## src/pkg/glx_pkg.sv

```systemverilog
// Purpose : Shared constants and carriers for the pin-level serial link core
// Assumes : One clock, mclk at 125 MHz; far-end clocks arrive as sampled inputs
// Notes   : The pacing, clock and pair reset values and the phase cycle count of the link live here

package glx_pkg;

  // Clock of the core, in its own unit, and the fastest link it must follow
  localparam int unsigned MCLK_PERIOD_PS = 8000;
  localparam int unsigned LINK_MAX_KHZ   = 156000;
  localparam int unsigned LINK_MIN_PS    = 1000000000 / LINK_MAX_KHZ;
  // Least phase of the forwarded clock in mclk cycles, rounded up, never zero
  localparam int unsigned RX_PHASE_RAW   = (LINK_MIN_PS / 2 + MCLK_PERIOD_PS - 1)
                                           / MCLK_PERIOD_PS;
  localparam int unsigned RX_PHASE_CYC   = (RX_PHASE_RAW < 1) ? 1 : RX_PHASE_RAW;

  // Word and pacing geometry
  localparam int unsigned WORD_W     = 4;
  localparam int unsigned PACE_W     = 2;
  localparam logic [1:0]  PACE_LAST  = 2'h3;
  localparam logic [1:0]  PACE_RST   = 2'h0;
  localparam int unsigned FIFO_DEPTH = 16;
  localparam int unsigned BUS_W      = 8;
  localparam int unsigned CORE_MULT  = 4;

  // Transmit rate generator defaults: bit tick = mclk * STEP / MOD / 2
  localparam int unsigned TX_STEP = 1;
  localparam int unsigned TX_MOD  = 2;

  // Idle and reset levels of the outgoing pairs
  localparam logic DATA_IDLE = 1'b0;
  localparam logic CLK_RST   = 1'b0;

  // Complementary pin pair
  typedef struct packed {
    logic p;
    logic n;
  } glx_pair_s;

  localparam glx_pair_s PAIR_IDLE = '{p: 1'b0, n: 1'b1};

endpackage

```

## src/rtl/glx_dual_clock_queue.sv

```systemverilog
// Purpose : Word queue with valid/ready on both sides
// Assumes : Both sides run on mclk; the far domain is reduced to enables
// Notes   : Depth must be a power of two; full and empty are exact
`timescale 1ns/1ps

module glx_dual_clock_queue #(
  parameter int unsigned WIDTH = 4,
  parameter int unsigned DEPTH = 16
) (
  input  wire logic             mclk,
  input  wire logic             rst,
  input  wire logic             in_valid,
  output logic                  in_ready,
  input  wire logic [WIDTH-1:0] in_data,
  output logic                  out_valid,
  input  wire logic             out_ready,
  output logic [WIDTH-1:0]      out_data
);

  localparam int unsigned AW = $clog2(DEPTH);

  initial begin
    if (DEPTH < 2 || (1 << AW) != DEPTH) $error("queue depth must be a power of two");
    if (WIDTH < 1) $error("queue width must be positive");
  end

  logic [WIDTH-1:0] mem [DEPTH];
  logic [AW-1:0]    wr_ptr_ff;
  logic [AW-1:0]    rd_ptr_ff;
  logic [AW:0]      count_ff;
  logic             push;
  logic             pop;

  ////////////////////////////////////////////////////////////////////////////
  // Handshake; full stalls the writer, empty hides stale words
  assign in_ready  = (count_ff != (AW+1)'(DEPTH));
  assign out_valid = (count_ff != '0);
  assign push      = in_valid && in_ready;
  assign pop       = out_valid && out_ready;
  assign out_data  = mem[rd_ptr_ff];

  // Storage; no reset so it maps onto plain RAM
  always_ff @(posedge mclk) begin
    if (push) begin
      mem[wr_ptr_ff] <= in_data;
    end
  end

  // Pointers and fill level
  always_ff @(posedge mclk or posedge rst) begin
    if (rst) begin
      wr_ptr_ff <= '0;
      rd_ptr_ff <= '0;
      count_ff  <= '0;
    end else begin
      if (push) wr_ptr_ff <= wr_ptr_ff + 1'b1;
      if (pop)  rd_ptr_ff <= rd_ptr_ff + 1'b1;
      if (push && !pop) count_ff <= count_ff + 1'b1;
      else if (pop && !push) count_ff <= count_ff - 1'b1;
    end
  end

endmodule // glx_dual_clock_queue

```

## src/rtl/glx_rate_gen.sv

```systemverilog
// Purpose : Derives the x2 and x1 transmit tick enables from mclk
// Assumes : STEP/MOD need not be a whole ratio; a phase accumulator spreads ticks
// Notes   : Stands in for the multiplying PLL; x1 is every other x2 tick
`timescale 1ns/1ps

module glx_rate_gen #(
  parameter int unsigned STEP = 1,
  parameter int unsigned MOD  = 2
) (
  input  wire logic mclk,
  input  wire logic rst,
  output logic      x2_en,
  output logic      x1_en
);

  localparam int unsigned AW = $clog2(MOD + STEP + 1);

  initial begin
    if (STEP < 1 || STEP > MOD) $error("rate step must lie in 1..MOD");
  end

  logic [AW-1:0] acc_ff;
  logic [AW-1:0] nxt_acc;
  logic          half_ff;
  logic          wrap;

  ////////////////////////////////////////////////////////////////////////////
  // Accumulator wraps at MOD; each wrap is one x2 tick
  always_comb begin
    nxt_acc = acc_ff + AW'(STEP);
    wrap    = (nxt_acc >= AW'(MOD));
    if (wrap) nxt_acc = nxt_acc - AW'(MOD);
  end

  always_ff @(posedge mclk or posedge rst) begin
    if (rst) begin
      acc_ff <= '0;
    end else begin
      acc_ff <= nxt_acc;
    end
  end

  // Halving keeps x1 exactly phase-aligned with an x2 tick
  always_ff @(posedge mclk or posedge rst) begin
    if (rst) begin
      half_ff <= 1'b0;
    end else if (wrap) begin
      half_ff <= ~half_ff;
    end
  end

  assign x2_en = wrap;
  assign x1_en = wrap && half_ff;

endmodule // glx_rate_gen

```

## src/rtl/glx_link.sv

```systemverilog
// Purpose : Pin-level source-synchronous serial link core, receive and transmit
// Assumes : Differential conversion is external; all pins are single ended
//           and synchronous to mclk
// Notes   : Forwarded clocks are sampled, not used as clocks
`timescale 1ns/1ps

module glx_link #(
  parameter int unsigned DEPTH   = glx_pkg::FIFO_DEPTH,
  parameter int unsigned BUS_W   = glx_pkg::BUS_W,
  parameter int unsigned TX_STEP = glx_pkg::TX_STEP,
  parameter int unsigned TX_MOD  = glx_pkg::TX_MOD
) (
  input  wire logic                          mclk,
  input  wire logic                          rst,
  // Serial receive pins
  input  wire logic                          rx_clk_in,
  input  wire logic                          rx_data_in,
  // Serial receive words to the core
  input  wire logic                          rx_rdreq,
  output logic [glx_pkg::WORD_W-1:0]         rx_word,
  output logic                               rx_word_valid,
  output logic                               rx_avail,
  output logic                               rx_overrun,
  // Parallel bus receive pins
  input  wire logic                          bus_clk_in,
  input  wire logic [BUS_W-1:0]              bus_data_in,
  // Parallel bus words to the core
  input  wire logic                          bus_rdreq,
  output logic [BUS_W-1:0]                   bus_word,
  output logic                               bus_word_valid,
  output logic                               bus_avail,
  output logic                               bus_overrun,
  // Transmit words from the core
  input  wire logic                          tx_valid,
  output logic                               tx_ready,
  input  wire logic [glx_pkg::WORD_W-1:0]    tx_word,
  // Transmit pins
  output glx_pkg::glx_pair_s                 tx_data_pair,
  output glx_pkg::glx_pair_s                 tx_clk_pair
);

  localparam int unsigned WW = glx_pkg::WORD_W;

  initial begin
    if (BUS_W < 1) $error("bus width must be positive");
    if (DEPTH < 2) $error("queue depth too small");
  end

  // Bit index of a word as sent, most significant bit first
  function automatic logic [glx_pkg::PACE_W-1:0] msb_index(
    input logic [glx_pkg::PACE_W-1:0] pace
  );
    msb_index = glx_pkg::PACE_LAST - pace;
  endfunction

  ////////////////////////////////////////////////////////////////////////////
  // Serial receive: edge detect on the forwarded clock
  logic                rx_clk_d_ff;
  logic                rx_sample;
  logic [WW-1:0]       rx_shift_ff;
  logic [1:0]          rx_pace_ff;
  logic                rx_push;
  logic                rx_q_ready;
  logic                rx_q_valid;
  logic [WW-1:0]       rx_q_data;
  logic                rx_pop;

  // Falling forwarded edge is the inverted clock's rising edge, which sits
  // mid-eye when the far end launches on its rising edge. Limitation: mclk
  // must see each clock phase for RX_PHASE_CYC cycles, so 156 MHz links need
  // a faster mclk than the default.
  always_ff @(posedge mclk or posedge rst) begin
    if (rst) begin
      rx_clk_d_ff <= 1'b0;
    end else begin
      rx_clk_d_ff <= rx_clk_in;
    end
  end

  assign rx_sample = rx_clk_d_ff && !rx_clk_in;

  // Shifter takes a bit on every sampling edge, newest bit at the bottom
  always_ff @(posedge mclk or posedge rst) begin
    if (rst) begin
      rx_shift_ff <= '0;
    end else if (rx_sample) begin
      rx_shift_ff <= {rx_shift_ff[WW-2:0], rx_data_in};
    end
  end

  // Two-bit pacing counter counts bits of the current word
  always_ff @(posedge mclk or posedge rst) begin
    if (rst) begin
      rx_pace_ff <= glx_pkg::PACE_RST;
    end else if (rx_sample) begin
      rx_pace_ff <= rx_pace_ff + 2'h1;
    end
  end

  // The word is complete one cycle after the fourth bit lands
  logic rx_word_done_ff;
  always_ff @(posedge mclk or posedge rst) begin
    if (rst) begin
      rx_word_done_ff <= 1'b0;
    end else begin
      rx_word_done_ff <= rx_sample && (rx_pace_ff == glx_pkg::PACE_LAST);
    end
  end

  assign rx_push = rx_word_done_ff;

  // The link cannot be stalled, so a full queue drops the word and flags it
  always_ff @(posedge mclk or posedge rst) begin
    if (rst) begin
      rx_overrun <= 1'b0;
    end else if (rx_push && !rx_q_ready) begin
      rx_overrun <= 1'b1;
    end
  end

  glx_dual_clock_queue #(
    .WIDTH (WW),
    .DEPTH (DEPTH)
  ) u_rx_queue (
    .mclk      (mclk),
    .rst       (rst),
    .in_valid  (rx_push),
    .in_ready  (rx_q_ready),
    .in_data   (rx_shift_ff),
    .out_valid (rx_q_valid),
    .out_ready (rx_rdreq),
    .out_data  (rx_q_data)
  );

  assign rx_pop   = rx_q_valid && rx_rdreq;
  assign rx_avail = rx_q_valid;

  // Delivered word is registered; valid pulses one cycle per read
  always_ff @(posedge mclk or posedge rst) begin
    if (rst) begin
      rx_word       <= '0;
      rx_word_valid <= 1'b0;
    end else begin
      rx_word_valid <= rx_pop;
      if (rx_pop) rx_word <= rx_q_data;
    end
  end

  ////////////////////////////////////////////////////////////////////////////
  // Parallel bus receive: capture on the bus clock's rising edge
  logic                bus_clk_d_ff;
  logic                bus_cap;
  logic                bus_q_ready;
  logic                bus_q_valid;
  logic [BUS_W-1:0]    bus_q_data;
  logic                bus_pop;

  always_ff @(posedge mclk or posedge rst) begin
    if (rst) begin
      bus_clk_d_ff <= 1'b0;
    end else begin
      bus_clk_d_ff <= bus_clk_in;
    end
  end

  assign bus_cap = !bus_clk_d_ff && bus_clk_in;

  always_ff @(posedge mclk or posedge rst) begin
    if (rst) begin
      bus_overrun <= 1'b0;
    end else if (bus_cap && !bus_q_ready) begin
      bus_overrun <= 1'b1;
    end
  end

  glx_dual_clock_queue #(
    .WIDTH (BUS_W),
    .DEPTH (DEPTH)
  ) u_bus_queue (
    .mclk      (mclk),
    .rst       (rst),
    .in_valid  (bus_cap),
    .in_ready  (bus_q_ready),
    .in_data   (bus_data_in),
    .out_valid (bus_q_valid),
    .out_ready (bus_rdreq),
    .out_data  (bus_q_data)
  );

  assign bus_pop   = bus_q_valid && bus_rdreq;
  assign bus_avail = bus_q_valid;

  always_ff @(posedge mclk or posedge rst) begin
    if (rst) begin
      bus_word       <= '0;
      bus_word_valid <= 1'b0;
    end else begin
      bus_word_valid <= bus_pop;
      if (bus_pop) bus_word <= bus_q_data;
    end
  end

  ////////////////////////////////////////////////////////////////////////////
  // Transmit: rate ticks, word queue, serializer and pin flops
  logic                x2_en;
  logic                x1_en;
  logic                tx_q_valid;
  logic [WW-1:0]       tx_q_data;
  logic                tx_take;
  logic [WW-1:0]       tx_word_ff;
  logic                tx_live_ff;
  logic [1:0]          tx_pace_ff;
  logic                tx_bit;
  logic                tx_tog_ff;

  // One generator feeds both pairs so data and clock never drift apart
  glx_rate_gen #(
    .STEP (TX_STEP),
    .MOD  (TX_MOD)
  ) u_rate (
    .mclk  (mclk),
    .rst   (rst),
    .x2_en (x2_en),
    .x1_en (x1_en)
  );

  // Core writes at its own pace; the queue absorbs the rate mismatch
  glx_dual_clock_queue #(
    .WIDTH (WW),
    .DEPTH (DEPTH)
  ) u_tx_queue (
    .mclk      (mclk),
    .rst       (rst),
    .in_valid  (tx_valid),
    .in_ready  (tx_ready),
    .in_data   (tx_word),
    .out_valid (tx_q_valid),
    .out_ready (tx_take),
    .out_data  (tx_q_data)
  );

  // A new word is taken on the x1 tick that starts a four-bit slot
  assign tx_take = x1_en && (tx_pace_ff == glx_pkg::PACE_RST) && tx_q_valid;

  always_ff @(posedge mclk or posedge rst) begin
    if (rst) begin
      tx_pace_ff <= glx_pkg::PACE_RST;
    end else if (x1_en && (tx_live_ff || tx_take)) begin
      tx_pace_ff <= tx_pace_ff + 2'h1;
    end
  end

  // Word holder; live marks a slot in flight, else the line idles low
  always_ff @(posedge mclk or posedge rst) begin
    if (rst) begin
      tx_word_ff <= '0;
      tx_live_ff <= 1'b0;
    end else if (x1_en) begin
      if (tx_take) begin
        tx_word_ff <= tx_q_data;
        tx_live_ff <= 1'b1;
      end else if (tx_pace_ff == glx_pkg::PACE_LAST) begin
        tx_live_ff <= 1'b0;
      end
    end
  end

  // Current bit; the first bit comes straight from the queue head
  always_comb begin
    if (tx_take) begin
      tx_bit = tx_q_data[msb_index(tx_pace_ff)];
    end else if (tx_live_ff) begin
      tx_bit = tx_word_ff[msb_index(tx_pace_ff)];
    end else begin
      tx_bit = glx_pkg::DATA_IDLE;
    end
  end

  // Data pair: true flop and inverted flop, loaded on the x1 tick
  always_ff @(posedge mclk or posedge rst) begin
    if (rst) begin
      tx_data_pair <= glx_pkg::PAIR_IDLE;
    end else if (x1_en) begin
      tx_data_pair.p <= tx_bit;
      tx_data_pair.n <= ~tx_bit;
    end
  end

  // Toggle flop halves x2 into a clock whose rise meets each data change
  always_ff @(posedge mclk or posedge rst) begin
    if (rst) begin
      tx_tog_ff <= glx_pkg::CLK_RST;
    end else if (x2_en) begin
      tx_tog_ff <= ~tx_tog_ff;
    end
  end

  // Clock pair registered like data; tog is high on each x1 tick, so p rises with data
  always_ff @(posedge mclk or posedge rst) begin
    if (rst) begin
      tx_clk_pair <= glx_pkg::PAIR_IDLE;
    end else if (x2_en) begin
      tx_clk_pair.p <= tx_tog_ff;
      tx_clk_pair.n <= ~tx_tog_ff;
    end
  end
endmodule // glx_link

```

## config.mk

```make
export PLATFORM = sky130hd
export DESIGN_NAME = glx_link
export DESIGN_NICKNAME = d
export VERILOG_FILES = /design/src/pkg/glx_pkg.sv /design/src/rtl/glx_dual_clock_queue.sv /design/src/rtl/glx_rate_gen.sv /design/src/rtl/glx_link.sv
export SDC_FILE = /design/constraint.sdc
export NUM_CORES = 1
export LEC_CHECK = 0
export ABC_AREA = 1
export BUFFER_PORTS_ARGS = -buffer_cell sky130_fd_sc_hd__buf_2
export CAP_MARGIN = 20
export CORE_ASPECT_RATIO = 1.25
export CORE_UTILIZATION = 50
export CTS_CLUSTER_SIZE = 25
export DETAILED_ROUTE_END_ITERATION = 7
export PLACE_DENSITY = 0.7
export SLEW_MARGIN = 10
export SYNTH_ARGS = -nofsm -noshare
export SYNTH_HDL_FRONTEND = slang
export SYNTH_HIERARCHICAL = 1
export SYNTH_SLANG_ARGS = --single-unit
export TNS_END_PERCENT = 100
```

## constraint.sdc

```tcl
create_clock -name mclk -period 3.9 [get_ports mclk]
set_input_delay 0.195 -clock mclk [delete_from_list [all_inputs] [get_ports mclk]]
set_output_delay 0.195 -clock mclk [all_outputs]
set_load 0.01 [all_outputs]
```

==> flow_metrics.py <==
metrics = {
    "outcome": {
        "status": "finished clean",
    },
    "setup_path": {
        "cp_cell_sequence": "ha_1, nor2_1, nand3_2, inv_1, nand2_2, ha_1, inv_1, ha_1, nand3_1, nand4_1, nand3_1, o21ai_0",
        "crit_buf_inv": 2,
        "start_kind": "flop",
        "critPathTopFamily": "simple AND/OR/NAND/NOR gates",
        "crit_path_end_kind": "flop",
        "path_class": "reg -> reg",
        "crit_top_cell": "ha_1",
        "cp.required_ns": 4.29,
        "arrival_ns": 3.35,
        "crit_slowest_cell": "dfrtp_1",
        "cp_max_fo": 12,
        "critPathMaxStageDelay_ns": 0.39,
    },
    "finish": {
        "syn_to_final_growth_pct": 10.9,
        "final_cells": 2004,
        "stdcell_area_mm2": 0.0167,
        "layout_common_cells": "nand2_1 (583), edfxtp_1 (256), inv_1 (167)",
        "fin_nets": 1636,
        "diodes": 0,
        "fillers": 2549,
        "mostFrequentLayoutCell": "nand2_1",
        "layout-drive-gt1-share_pct": 9.27,
    },
    "sta": {
        "fmax_ghz": 0.338,
        "finalSetupViolCount": 0,
        "max-slew-margin-rel_pct": 39.9,
        "fin_setup_tns_ns": 0,
        "fin_crit_sh_pct": 75.8,
        "slew_violations": 0,
        "skew_ns": 0.0303,
        "hold_viol": 0,
        "worst_pin_slew_ns": 0.900,
        "period_minus_slack_ns": 2.96,
        "rsz0062_at_grt": "no",
    },
    "floorplan": {
        "die_x_um": 157,
        "io-pin-count": 43,
        "core_mm2": 0.0294,
        "die_h_um": 196,
        "dieArea_mm2": 0.0309,
        "num_rows": 70,
        "start_util_pct": 51.2,
    },
    "global_route": {
        "grt_pass1_wl_um": 48000,
        "first_global_vias": 9744,
        "overflow": 0,
        "grt_max_degree": 82,
        "track_usage_pct": 20.0,
        "antenna_found_initial": 0,
    },
    "logic_synthesis": {
        "async_reset_ff_share_pct": 23.6,
        "synth_edf_count": 256,
        "synth_ff_type": "edfxtp_1",
        "avgSynthCellArea_um2": 9.82,
        "ys_ff_latch": 335,
        "synth.distinct_cells": 35,
        "synthTopCellsByArea": "edfxtp_1 (51%), nand2_1 (15%), dfrtp_1 (13%)",
        "yosysSeqAreaShare_pct": 64.1,
        "netlist_instances": 1535,
        "yosys.area.top_type": "edfxtp_1",
        "synth_top_area_share_pct": 51.0,
        "synth_area_mm2": 0.0151,
        "ys_warn_count": 6,
        "synth_nets": 1589,
    },
    "cts": {
        "cts_hold_buffers": 4,
        "clk_latency_ns": 0.52,
        "postCtsSetupBuffers": 0,
        "clk_path_buf_depth": 3,
        "cts_buffers": 34,
        "clock-root-buffer": "clkbuf_16",
        "cts.repair.resized": 0,
        "cts_tree": "done",
        "htreeDepth": 2,
        "clkTransAtPathRegs_ns": 0.06,
        "clock_sinks": 335,
    },
    "placed_design": {
        "io_buffers": 42,
        "place.gp.congestion": 0.818,
        "hpwl_um": 19600,
        "dpl-instance-area_mm2": 0.0156,
        "dp_cells": 1938,
    },
    "detailed_routing": {
        "drc_errors": 0,
        "topRoutingLayerUsed": "met4",
        "met3RoutedLength_um": 1410,
        "wl_met2_um": 14900,
        "viasPerCell": 4.96,
        "wl_met1_um": 11700,
        "antenna_left": 0,
        "drtIter0Drc": 682,
        "vias": 9944,
        "drt_wl_total_um": 29000,
        "dr.pass1.iters": 6,
        "wl_per_cell_um": 14.5,
    },
    "power": {
        "max-vdd-ir-drop_v": 0.000409,
        "power_density_mw_per_mm2": 701,
        "cellLeakagePower_uw": 0.00738,
    },
    "run": {
        "cap_viol_max_count": 0,
    },
    "worst_hold_path": {
        "min_path_type": "in -> reg",
    },
}
-- final cells by class --
class / instances / area, um^2 / area share, %
Clock buffer: 41 / 897 / 5.36
Sequential cell: 335 / 9670 / 57.8
Tap cell: 396 / 495 / 2.96
Inverter: 184 / 706 / 4.22
Multi-Input combinational cell: 976 / 4440 / 26.5
Clock inverter: 21 / 236 / 1.41
Timing Repair Buffer: 51 / 288 / 1.72
-- cells by family (layout without fill, tap and decap cells) --
logic type	Yosys count	count (layout)	share of synthesized area (%)
AND/OR/NAND/NOR	893	893	24.1
adder cells (fa/ha/maj)	34	34	2.97
flip-flops	335	335	64.1
XOR/XNOR	23	23	1.34
multiplexers	3	3	0.224
AO/OA/AOI/OAI	23	23	0.780
buffers and inverters	224	297	6.47
-- per-stage QoR --
stage,total power [uW],hold WS (ns),setup slack (ns),utilization [%]
floorplan,7660,-0.0514,1.49,-
global placement,8430,0.183,1.06,52.9
detailed placement,8540,0.180,0.996,52.9
CTS,11800,0.0302,0.981,56.8
global route,12600,0.0539,0.663,56.8
finish,11700,0.0430,0.943,56.8
-- metal layers --
layer,GRT usage [%],up-vias
met5,0,-
met3,3.05,73
li1,-,4986
met2,35.8,270
met1,23.7,4615
met4,8.70,0
-- registers in the layout, summed over array words and instances (netlist names), 2 cells and up --
signal and cells:
bus_word 8, tx_pace_ff 2, u_bus_queue/count_ff 5, u_rate/acc_ff 2
rx_pace_ff 2, tx_data_pair 2, u_tx_queue/rd_ptr_ff 4, u_rx_queue/rd_ptr_ff 4
u_tx_queue/count_ff 5, u_rx_queue/mem 64, u_bus_queue/mem 128, tx_word_ff 4
tx_clk_pair 2, u_rx_queue/count_ff 5, u_tx_queue/mem 64, u_bus_queue/wr_ptr_ff 4
rx_shift_ff 4, u_rx_queue/wr_ptr_ff 4, u_bus_queue/rd_ptr_ff 4, rx_word 4
u_tx_queue/wr_ptr_ff 4
-- final timing paths --
check	start	cells past startpoint	end	slack [ns]
max in group asynchronous	rst	3	rx_shift_ff[3]	2.81
max	u_rate/acc_ff[0]	12	u_tx_queue/count_ff[3]	0.94
min in group asynchronous	rst	3	u_rate/acc_ff[0]	0.19
max reg2reg	u_rate/acc_ff[0]	12	u_tx_queue/count_ff[3]	0.94
min	rx_rdreq	4	u_rx_queue/rd_ptr_ff[1]	0.04
min reg2reg	u_rate/acc_ff[0]	1	u_rate/acc_ff[0]	0.45
-- where the power goes --
group          total [uW]  internal (uW)  switching (uW)  leakage (uW)
Combinational        3620           1210            2410       0.00357
Sequential           4850           4360             495       0.00327
Clock                3250           1930            1320      0.000542
-- tightest hold or removal path, stage by stage --
cell and delay (ns):
buf_2 0.10, nand2_2 0.11, nand2_1 0.08, nand2_1 0.04
-- synth_stat cells, types with 2 or more instances --
cell type    n
nor2_4       5
nand4_2      2
buf_6        6
nor2_1     156
nand3_2      2
ha_1        31
o21ai_0     16
dfstp_2      2
edfxtp_1   256
clkbuf_1     5
inv_1      168
inv_6        2
xor2_1      13
mux2_2       3
buf_2       18
buf_4        8
nand2_2     14
nand3_1    119
xnor2_1     10
dfrtp_1     77
nor2_2       2
nand2_1    583
inv_2       11
o21ai_1      5
nand4_1      7
buf_8        2
inv_4        2
fa_1         3
Note: power is estimated with default switching activity, not from simulation.
